===== src/ot_fault_pkg.sv =====
// Function
// - output over-current warning threshold, read/write
// - over-temperature fault threshold, read/write
// - response 00 keeps output running
// - response 01 runs for delay, then retries
// - response 10 disables output, then retries
// - response 11 stays off until cleared
// - bit clear, clear-all, reset, off/on clear
// - retry 000 never restarts, stays off
// - retry 001-101 restarts that many times
// - restart spacing is delay count times unit
// - every response sets flag and notifies host
// - delay count is two to field power
// - delay unit length comes from outside register
// - retry 110 six times, 111 unlimited
`default_nettype none
package ot_fault_pkg;
    // command codes of the three registers
    localparam logic [7:0]  CODE_OC_WARN_THR = 8'h4A;
    localparam logic [7:0]  CODE_OT_FAULT_THR = 8'h4F;
    localparam logic [7:0]  CODE_OT_ACTION   = 8'h50;
    // reset values: thresholds at largest positive linear value
    localparam logic [15:0] RST_OC_WARN_THR  = 16'h7BFF;
    localparam logic [15:0] RST_OT_FAULT_THR = 16'h7BFF;
    localparam logic [7:0]  RST_OT_ACTION    = 8'h00;
    // field positions inside the action byte
    localparam int          ACT_RESP_HI  = 7;
    localparam int          ACT_RESP_LO  = 6;
    localparam int          ACT_RETRY_HI = 5;
    localparam int          ACT_RETRY_LO = 3;
    localparam int          ACT_DELAY_HI = 2;
    localparam int          ACT_DELAY_LO = 0;
    // response codes
    localparam logic [1:0]  RESP_IGNORE  = 2'h0;
    localparam logic [1:0]  RESP_DELAY   = 2'h1;
    localparam logic [1:0]  RESP_RETRY   = 2'h2;
    localparam logic [1:0]  RESP_LATCH   = 2'h3;
    // retry codes with special meaning
    localparam logic [2:0]  RETRY_NONE    = 3'h0;
    localparam logic [2:0]  RETRY_FOREVER = 3'h7;
    // linear format: 5-bit exponent, 11-bit mantissa, bias keeps shift positive
    localparam int          LIN_EXP_BIAS = 16;
    localparam int          LIN_WIDTH    = 48;

    // converter state machine, one-hot
    typedef enum logic [3:0] {
        ST_RUN     = 4'b0001,  // output follows control pin
        ST_THROUGH = 4'b0010,  // operating through a fault for the delay
        ST_BACKOFF = 4'b0100,  // output off, waiting for next restart
        ST_LATCHED = 4'b1000   // output off until a clearing action
    } conv_state_e;

    // linear value scaled to a common fixed point; both threshold
    // comparisons use it, so mixed exponents compare correctly
    function automatic logic signed [LIN_WIDTH-1:0] lin_val(input logic [15:0] v);
        logic signed [LIN_WIDTH-1:0] mant;
        logic signed [5:0]           expo;
        mant    = LIN_WIDTH'(signed'(v[10:0]));
        expo    = 6'(signed'(v[15:11]));
        lin_val = mant <<< 6'(expo + 6'(LIN_EXP_BIAS));
    endfunction
endpackage
`default_nettype wire


===== src/ot_delay_timer.sv =====
`default_nettype none
// counts (2 ** delay field) units of unit_cycles clocks
module ot_delay_timer
    import ot_fault_pkg::*;
#(
    parameter int UNIT_W = 16
) (
    input  wire logic              sys_clk,
    input  wire logic              rst,
    input  wire logic              start,       // one-cycle load pulse
    input  wire logic [2:0]        delay_field, // exponent of unit count
    input  wire logic [UNIT_W-1:0] unit_cycles, // clocks per delay unit
    output logic                   done         // one-cycle pulse at expiry
);
    localparam int CNT_W = UNIT_W + 8;

    initial begin
        if (UNIT_W < 1 || UNIT_W > 24) $error("ot_delay_timer: UNIT_W out of range");
    end

    typedef struct packed {
        logic             running;  // counting toward expiry
        logic [CNT_W-1:0] count;    // clocks left minus one
    } tmr_s;

    tmr_s r;
    tmr_s nxt;
    logic [CNT_W-1:0] total;      // full interval in clocks

    // a zero unit would never expire, so it counts as one clock
    always_comb begin
        total = (unit_cycles == '0) ? CNT_W'(1) : CNT_W'(unit_cycles);
        total = total << delay_field;
    end

    assign done = r.running && (r.count == '0);

    // restart by start wins over expiry of a previous interval
    always_comb begin
        nxt = r;
        if (start) begin
            nxt.running = 1'b1;
            nxt.count   = total - CNT_W'(1);
        end else if (done) begin
            nxt.running = 1'b0;
        end else if (r.running) begin
            nxt.count = r.count - CNT_W'(1);
        end
    end

    always_ff @(posedge sys_clk or posedge rst) begin
        if (rst) begin
            r <= '0;
        end else begin
            r <= nxt;
        end
    end
endmodule
`default_nettype wire


===== src/overtemp_fault_response_ctrl.sv =====
`default_nettype none
// over-temperature fault handling and over-current warning of the converter manager
module overtemp_fault_response_ctrl
    import ot_fault_pkg::*;
#(
    parameter int UNIT_W = 16  // width in bits of the delay time unit count, which is counted in clocks
) (
    input  wire logic              sys_clk,
    input  wire logic              rst,          // async, active high; also clears faults
    // command port from the host interface, same clock
    input  wire logic              cmd_wr,       // one-cycle write strobe
    input  wire logic [7:0]        cmd_code,     // register command code
    input  wire logic [15:0]       cmd_wdata,    // write data, low byte for the action byte
    output logic      [15:0]       cmd_rdata,    // registered read of cmd_code
    input  wire logic              clear_all,    // clear-all-faults command pulse
    input  wire logic              clear_ot_bit, // clear of the single fault bit, pulse
    // measurements in linear format, same clock
    input  wire logic [15:0]       temp_meas,
    input  wire logic [15:0]       iout_meas,
    input  wire logic [UNIT_W-1:0] unit_cycles,  // clocks per delay unit
    input  wire logic              op_on,        // on/off command, same clock
    input  wire logic              ctrl_pin,     // control pin, asynchronous
    // results
    output logic                   output_en,    // power stage enable
    output logic                   ot_fault,     // sticky over-temperature flag
    output logic                   oc_warn,      // over-current warning level
    output logic                   host_notify,  // one-cycle pulse on a new fault
    output logic                   latched_off   // level: held off until cleared
);
    initial begin
        if (UNIT_W < 1 || UNIT_W > 24) $error("overtemp_fault_response_ctrl: UNIT_W out of range");
    end

    typedef struct packed {
        conv_state_e state;      // response state
        logic [15:0] oc_thr;     // output over-current warning threshold
        logic [15:0] ot_thr;     // over-temperature fault threshold
        logic [7:0]  action;     // over-temperature fault action byte
        logic [2:0]  attempts;   // restarts already made
        logic        ot_flag;    // sticky fault bit
        logic        oc_flag;    // warning level
        logic        notify;     // notify pulse
        logic        out_en;     // registered enable
        logic        was_on;     // previous combined on command
        logic        pin_s1;     // control pin, first sync stage
        logic        pin_s2;     // control pin, second sync stage
        logic        prev_fault; // fault seen last cycle
        logic [15:0] rdata;      // read data
    } ctl_s;

    ctl_s r;
    ctl_s nxt;

    logic [1:0] resp;        // response field
    logic [2:0] retry_set;   // retry field
    logic [2:0] delay_set;   // delay field
    logic       fault_now;   // comparison result this cycle
    logic       warn_now;    // over-current comparison this cycle
    logic       on_cmd;      // output requested on
    logic       clear_req;   // any clearing action this cycle
    logic       tmr_start;   // load the delay timer
    logic       tmr_done;    // delay timer expired

    assign resp      = r.action[ACT_RESP_HI:ACT_RESP_LO];
    assign retry_set = r.action[ACT_RETRY_HI:ACT_RETRY_LO];
    assign delay_set = r.action[ACT_DELAY_HI:ACT_DELAY_LO];

    // detection: compare decoded linear values, never raw bit patterns
    assign fault_now = lin_val(temp_meas) >= lin_val(r.ot_thr);
    assign warn_now  = lin_val(iout_meas) > lin_val(r.oc_thr);

    // the pin is read only after the second stage
    assign on_cmd = r.pin_s2 && op_on;

    // an off-then-on of the output counts as a clear; so do the commands
    assign clear_req = clear_all || clear_ot_bit || (on_cmd && !r.was_on);

    ot_delay_timer #(
        .UNIT_W (UNIT_W)
    ) u_timer (
        .sys_clk     (sys_clk),
        .rst         (rst),
        .start       (tmr_start),
        .delay_field (delay_set),
        .unit_cycles (unit_cycles),
        .done        (tmr_done)
    );

    always_comb begin
        nxt            = r;
        tmr_start      = 1'b0;
        nxt.pin_s1     = ctrl_pin;
        nxt.pin_s2     = r.pin_s1;
        nxt.was_on     = on_cmd;
        nxt.prev_fault = fault_now;
        nxt.notify     = 1'b0;
        nxt.oc_flag    = warn_now;

        // host writes; unknown codes are ignored
        if (cmd_wr) begin
            if (cmd_code == CODE_OC_WARN_THR) begin
                nxt.oc_thr = cmd_wdata;
            end else if (cmd_code == CODE_OT_FAULT_THR) begin
                nxt.ot_thr = cmd_wdata;
            end else if (cmd_code == CODE_OT_ACTION) begin
                nxt.action = cmd_wdata[7:0];
            end
        end

        // reads; unmapped codes return zero
        if (cmd_code == CODE_OC_WARN_THR) begin
            nxt.rdata = r.oc_thr;
        end else if (cmd_code == CODE_OT_FAULT_THR) begin
            nxt.rdata = r.ot_thr;
        end else if (cmd_code == CODE_OT_ACTION) begin
            nxt.rdata = {8'h00, r.action};
        end else begin
            nxt.rdata = 16'h0000;
        end

        // sticky flag: a fault present in the clear cycle keeps it set
        if (clear_all || clear_ot_bit) begin
            nxt.ot_flag = 1'b0;
        end
        if (fault_now) begin
            nxt.ot_flag = 1'b1;
        end
        // every response code notifies once per new fault
        if (fault_now && !r.prev_fault) begin
            nxt.notify = 1'b1;
        end

        case (r.state)
            ST_RUN: begin
                if (fault_now && on_cmd) begin
                    if (resp == RESP_IGNORE) begin
                        nxt.state = ST_RUN;
                    end else if (resp == RESP_DELAY) begin
                        nxt.state = ST_THROUGH;
                        tmr_start = 1'b1;
                    end else if (resp == RESP_RETRY) begin
                        nxt.attempts = 3'h0;
                        if (retry_set == RETRY_NONE) begin
                            nxt.state = ST_LATCHED;
                        end else begin
                            nxt.state = ST_BACKOFF;
                            tmr_start = 1'b1;
                        end
                    end else begin
                        nxt.state = ST_LATCHED;
                    end
                end
            end
            ST_THROUGH: begin
                // output stays on; judge the fault only when the delay ends
                if (!on_cmd) begin
                    nxt.state = ST_RUN;
                end else if (tmr_done) begin
                    nxt.attempts = 3'h0;
                    if (!fault_now) begin
                        nxt.state = ST_RUN;
                    end else if (retry_set == RETRY_NONE) begin
                        nxt.state = ST_LATCHED;
                    end else begin
                        nxt.state = ST_BACKOFF;
                        tmr_start = 1'b1;
                    end
                end
            end
            ST_BACKOFF: begin
                // each expiry is one restart attempt; a present fault fails it
                if (!on_cmd) begin
                    nxt.state = ST_RUN;
                end else if (tmr_done) begin
                    if (!fault_now) begin
                        nxt.state = ST_RUN;
                    end else if (retry_set == RETRY_FOREVER) begin
                        tmr_start = 1'b1;
                    end else if (r.attempts + 3'h1 >= retry_set) begin
                        nxt.state = ST_LATCHED;
                    end else begin
                        nxt.attempts = r.attempts + 3'h1;
                        tmr_start    = 1'b1;
                    end
                end
            end
            ST_LATCHED: begin
                if (clear_req) begin
                    nxt.state = ST_RUN;
                end
            end
            default: begin
                nxt.state = ST_LATCHED;
            end
        endcase

        // output on only while running or operating through a fault
        nxt.out_en = on_cmd && ((nxt.state == ST_RUN) || (nxt.state == ST_THROUGH));
    end

    // reset clears faults and restores the documented defaults
    always_ff @(posedge sys_clk or posedge rst) begin
        if (rst) begin
            r          <= '0;
            r.state    <= ST_RUN;
            r.oc_thr   <= RST_OC_WARN_THR;
            r.ot_thr   <= RST_OT_FAULT_THR;
            r.action   <= RST_OT_ACTION;
        end else begin
            r <= nxt;
        end
    end

    assign cmd_rdata   = r.rdata;
    assign output_en   = r.out_en;
    assign ot_fault    = r.ot_flag;
    assign oc_warn     = r.oc_flag;
    assign host_notify = r.notify;
    assign latched_off = (r.state == ST_LATCHED);
endmodule
`default_nettype wire


===== config.mk =====
export PLATFORM = sky130hd
export DESIGN_NAME = overtemp_fault_response_ctrl
export DESIGN_NICKNAME = d
export VERILOG_FILES = /design/src/ot_fault_pkg.sv /design/src/ot_delay_timer.sv /design/src/overtemp_fault_response_ctrl.sv
export SDC_FILE = /design/constraint.sdc
export NUM_CORES = 1
export LEC_CHECK = 0
export ABC_AREA = 1
export BUFFER_PORTS_ARGS = -buffer_cell sky130_fd_sc_hd__buf_2
export CORE_ASPECT_RATIO = 0.75
export CORE_MARGIN = 2
export CORE_UTILIZATION = 30
export CTS_CLUSTER_DIAMETER = 150
export CTS_CLUSTER_SIZE = 14
export DETAILED_ROUTE_END_ITERATION = 16
export PLACE_DENSITY_LB_ADDON = 0.2
export SLEW_MARGIN = 20
export SYNTH_ARGS = -nofsm -noshare
export SYNTH_HDL_FRONTEND = slang
export SYNTH_SLANG_ARGS = --single-unit

===== constraint.sdc =====
create_clock -name sys_clk -period 4.9 [get_ports sys_clk]
set_input_delay 0 -clock sys_clk [delete_from_list [all_inputs] [get_ports sys_clk]]
set_output_delay 0 -clock sys_clk [all_outputs]
set_load 0.1 [all_outputs]

==> reports/metrics.cfg <==
[floorplanning]
coreArea_um2=36900
pin_count=100
rows=61
initial_utilization_pct=30.4
die_width_um=227
dieArea_um2=39000
die_h_um=171

[critical_path]
cp_data_required_time_ns=5.14
worst_path_most_repeated_cell=nand2_1
path_cells=nand2_1 > o21ai_1 > mux2i_1 > mux2i_2 > buf_4 > nand3_1 > ha_1 > nand2_1 > nor2_1 > nand4_1 > nor3_1 > nand2_1 > nand3_4 > nand4_4 > buf_12 > nand3_1 > nand2_1 > nor2_1 > inv_1 > nor2_4 > nand3_2 > o21ai_1 > nand3_1
crit_type=flip-flop to flip-flop
path_delay_family=simple AND/OR/NAND/NOR gates
slowest_delay_ns=0.68
critical_path.max_fanout=13
slowest_stage=dfstp_4
critPathLaunchType=flip-flop
critPathBufInv=3
cp-end-kind=flip-flop
crit_arrival_ns=4.94

[global_route]
overflow=0
antenna_found_initial=0
grt_first_pass_wirelength_um=59900
grt_use_total_pct=19.6
grt_pass1_vias=10804
grt_max_degree=65

[run]
maxCapViolations=0

[synth]
synth_flop_cell=dfrtp_1
synth_edf_count=0
synth_area_um2=11200
yosys_warnings=0
async_flop_share_pct=100
synthesis.nets=1997
ys_types=52
synth_area_per_cell_um2=6.14
ys_seq_area_share_pct=21.7
ys_seq_elements=96
syn-instance-count=1829

[hold_path]
hold_path.class=input port to flip-flop

[place]
port_buffers=99
gp_congestion=0.914
dp.cells=2340
hpwlAfterDp_um=30800
pre_cts_ws_ns=0.0675

[sta]
tightest_slew_ns=0.932
hold_viol=0
slew_viol_final=0
slew_headroom_pct=37.7
skew_ns=0.0134
rsz0062_at_grt=yes
fmax_ghz=0.213
period_needed_ns=4.70
hold_ws_ns=0.0220
fin_crit_sh_pct=95.9
setup_viol=0
worst_slack_ns=0.203

[pwr]
switching_share_pct=43.2
p_int_mw=1.69
powerDensity_nw_per_um2=234
p_sw_mw=1.29
p_leak_nw=5.93
comb_power_share_pct=42.5
p_seq_share_pct=31.9
power_frac_clock_pct=25.6
vdd_drop_max_mv=0.210

[clock_tree]
h-tree-depth=3
cts_made_buffers=9
clock_latency_ns=0.37
cts_tree=built
clock-sinks=96
clkTransAtPathRegs_ns=0.08
cts_buffer_depth=2
clk_root_buffer_cell=clkbuf_16

[routing]
wl_per_cell_um=16.0
drt_iter0_drc=1044
drtPass1Iterations=5
vias_per_cell=5.07
drc=0
vias=12103
drtAntennaViolNets=0
drt-total-wl_um=38300

[layout]
fin_cells=2387
area_delta_synth_final_pct=13.2
antenna_cells=0
final_nets=2046
drive_gt1_share_pct=13.7

[outcome]
status=completed

-- cell usage in the layout (no fill, tap or decap), types with 13 or more instances in the layout --
cell type | synthesis | layout
nand3_1 | 121 | 120
nor2_2 | 9 | 13
mux2i_1 | 23 | 22
or2_2 | 24 | 24
nor2_1 | 142 | 133
dlygate4sd3_1 | 0 | 19
nand2_1 | 516 | 514
nand4_1 | 19 | 19
ha_1 | 89 | 89
a21oi_1 | 70 | 68
buf_4 | 16 | 21
inv_1 | 172 | 170
buf_2 | 3 | 99
dfrtp_1 | 67 | 67
dfstp_2 | 29 | 27
o21ai_0 | 307 | 287
o21ai_1 | 7 | 24
nor3_1 | 13 | 13
-- per-stage QoR --
step	util [%]	setup TNS (ns)	instance area [um^2]	total power, mW
floorplan	-	0	11200	1.83
global placement	32.4	0	12000	2.17
detailed placement	32.4	0	12000	2.17
CTS	33.7	0	12500	2.96
global route	34.4	-0.0772	12700	3.21
finish	34.4	0	12700	2.98
-- routing by layer --
metal | track usage (%) | vias to the layer above | routed length (um)
met1 | 32.0 | 5593 | 20600
met4 | 2.39 | 0 | 174
li1 | - | 6171 | -
met3 | 2.78 | 13 | 2280
met2 | 27.0 | 326 | 15200
met5 | 0 | - | 0
-- cell families after synthesis --
family | after synthesis | synth area share (%)
XOR/XNOR | 3 | 0.234
buffers and inverters | 293 | 10.7
adder cells (fa/ha/maj) | 89 | 9.92
AO/OA/AOI/OAI | 438 | 20.7
flip-flops | 96 | 21.7
multiplexers | 23 | 2.05
AND/OR/NAND/NOR | 887 | 34.6
-- final timing paths --
path	from	endpoint	slack, ns	depth (start not counted)
min in group asynchronous	rst	nxt[17]$_DFF_PP0_	0.32	3
worst min-delay path	clear_ot_bit	r[67]$_DFF_PP1_	0.02	5
worst max-delay path	r[46]$_DFFE_PP1P_	u_timer.r[21]$_DFFE_PP0P_	0.20	23
worst max register to register	r[46]$_DFFE_PP1P_	u_timer.r[21]$_DFFE_PP0P_	0.20	23
worst min register to register	nxt[17]$_DFF_PP0_	r[17]$_DFF_PP0_	0.37	0
max in group asynchronous	rst	r[65]$_DFFE_PP1P_	3.55	4
-- power groups by stage --
stage	sequential, mW	combinational (mW)	clock (mW)
after floorplan	0.961	0.874	0
after global placement	0.960	1.21	0
after detailed placement	0.958	1.21	0
after CTS	0.945	1.23	0.784
after global routing	0.960	1.43	0.819
final	0.948	1.26	0.762
-- state kept, by name, summed over array words and instances, names as in the netlist --
register / count
cmd_rdata: 16
delay_set: 3
host_notify: 1
nxt: 1
oc_warn: 1
ot_fault: 1
output_en: 1
r: 47
u_timer.r: 25
-- synthesized netlist by cell type (5+ instances only) --
cell	count	area (um^2)
mux2i_1	23	230
nor2_1	142	533
ha_1	89	1110
a31oi_1	12	75.1
nor3_1	13	65.1
o22ai_1	5	31.3
nand2_1	516	1940
dfstp_2	29	762
o21ai_1	7	35.0
a211oi_1	6	45.0
nor2_2	9	56.3
nand3_2	5	50.1
o211ai_1	6	45.0
clkinv_1	10	37.5
buf_1	9	33.8
buf_4	16	120
o221ai_1	8	70.1
nor4_1	8	50.1
nand4_1	19	119
o21ai_0	307	1540
buf_6	5	56.3
a21oi_1	70	350
inv_1	172	646
or2_2	24	150
dfrtp_1	67	1680
clkbuf_1	74	278
nor2_4	6	67.6
nand3_1	121	606
-- area by class of cell --
class / count / area [um^2]
multi-input cells: 1441 / 7680
repair buffers: 143 / 925
repair inverters: 1 / 5.00
clock inverters: 7 / 85.1
inverters: 186 / 704
well taps: 504 / 631
clock buffers: 9 / 225
flip-flops and latches: 96 / 2450
fillers: 4091 / 24200
-- worst reg2reg max path, cell delays in order, from the launching register on --
cell and delay [ns]:
dfstp_4 0.68, nand2_1 0.07, o21ai_1 0.14, mux2i_1 0.17, mux2i_2 0.25, buf_4 0.16, nand3_1 0.06, ha_1 0.30
nand2_1 0.08, nor2_1 0.32, nand4_1 0.24, nor3_1 0.26, nand2_1 0.14, nand3_4 0.18, nand4_4 0.28, buf_12 0.24
nand3_1 0.08, nand2_1 0.13, nor2_1 0.19, inv_1 0.10, nor2_4 0.20, nand3_2 0.12, o21ai_1 0.13, nand3_1 0.08
-- what timing repair did --
action,in CTS,in global routing
gates resized for setup,0,52
setup buffers,0,8
hold buffers,19,0
setup endpoints to repair,0,24
endpoints found under the hold margin,89,0
(Power assumes the default switching activity.)
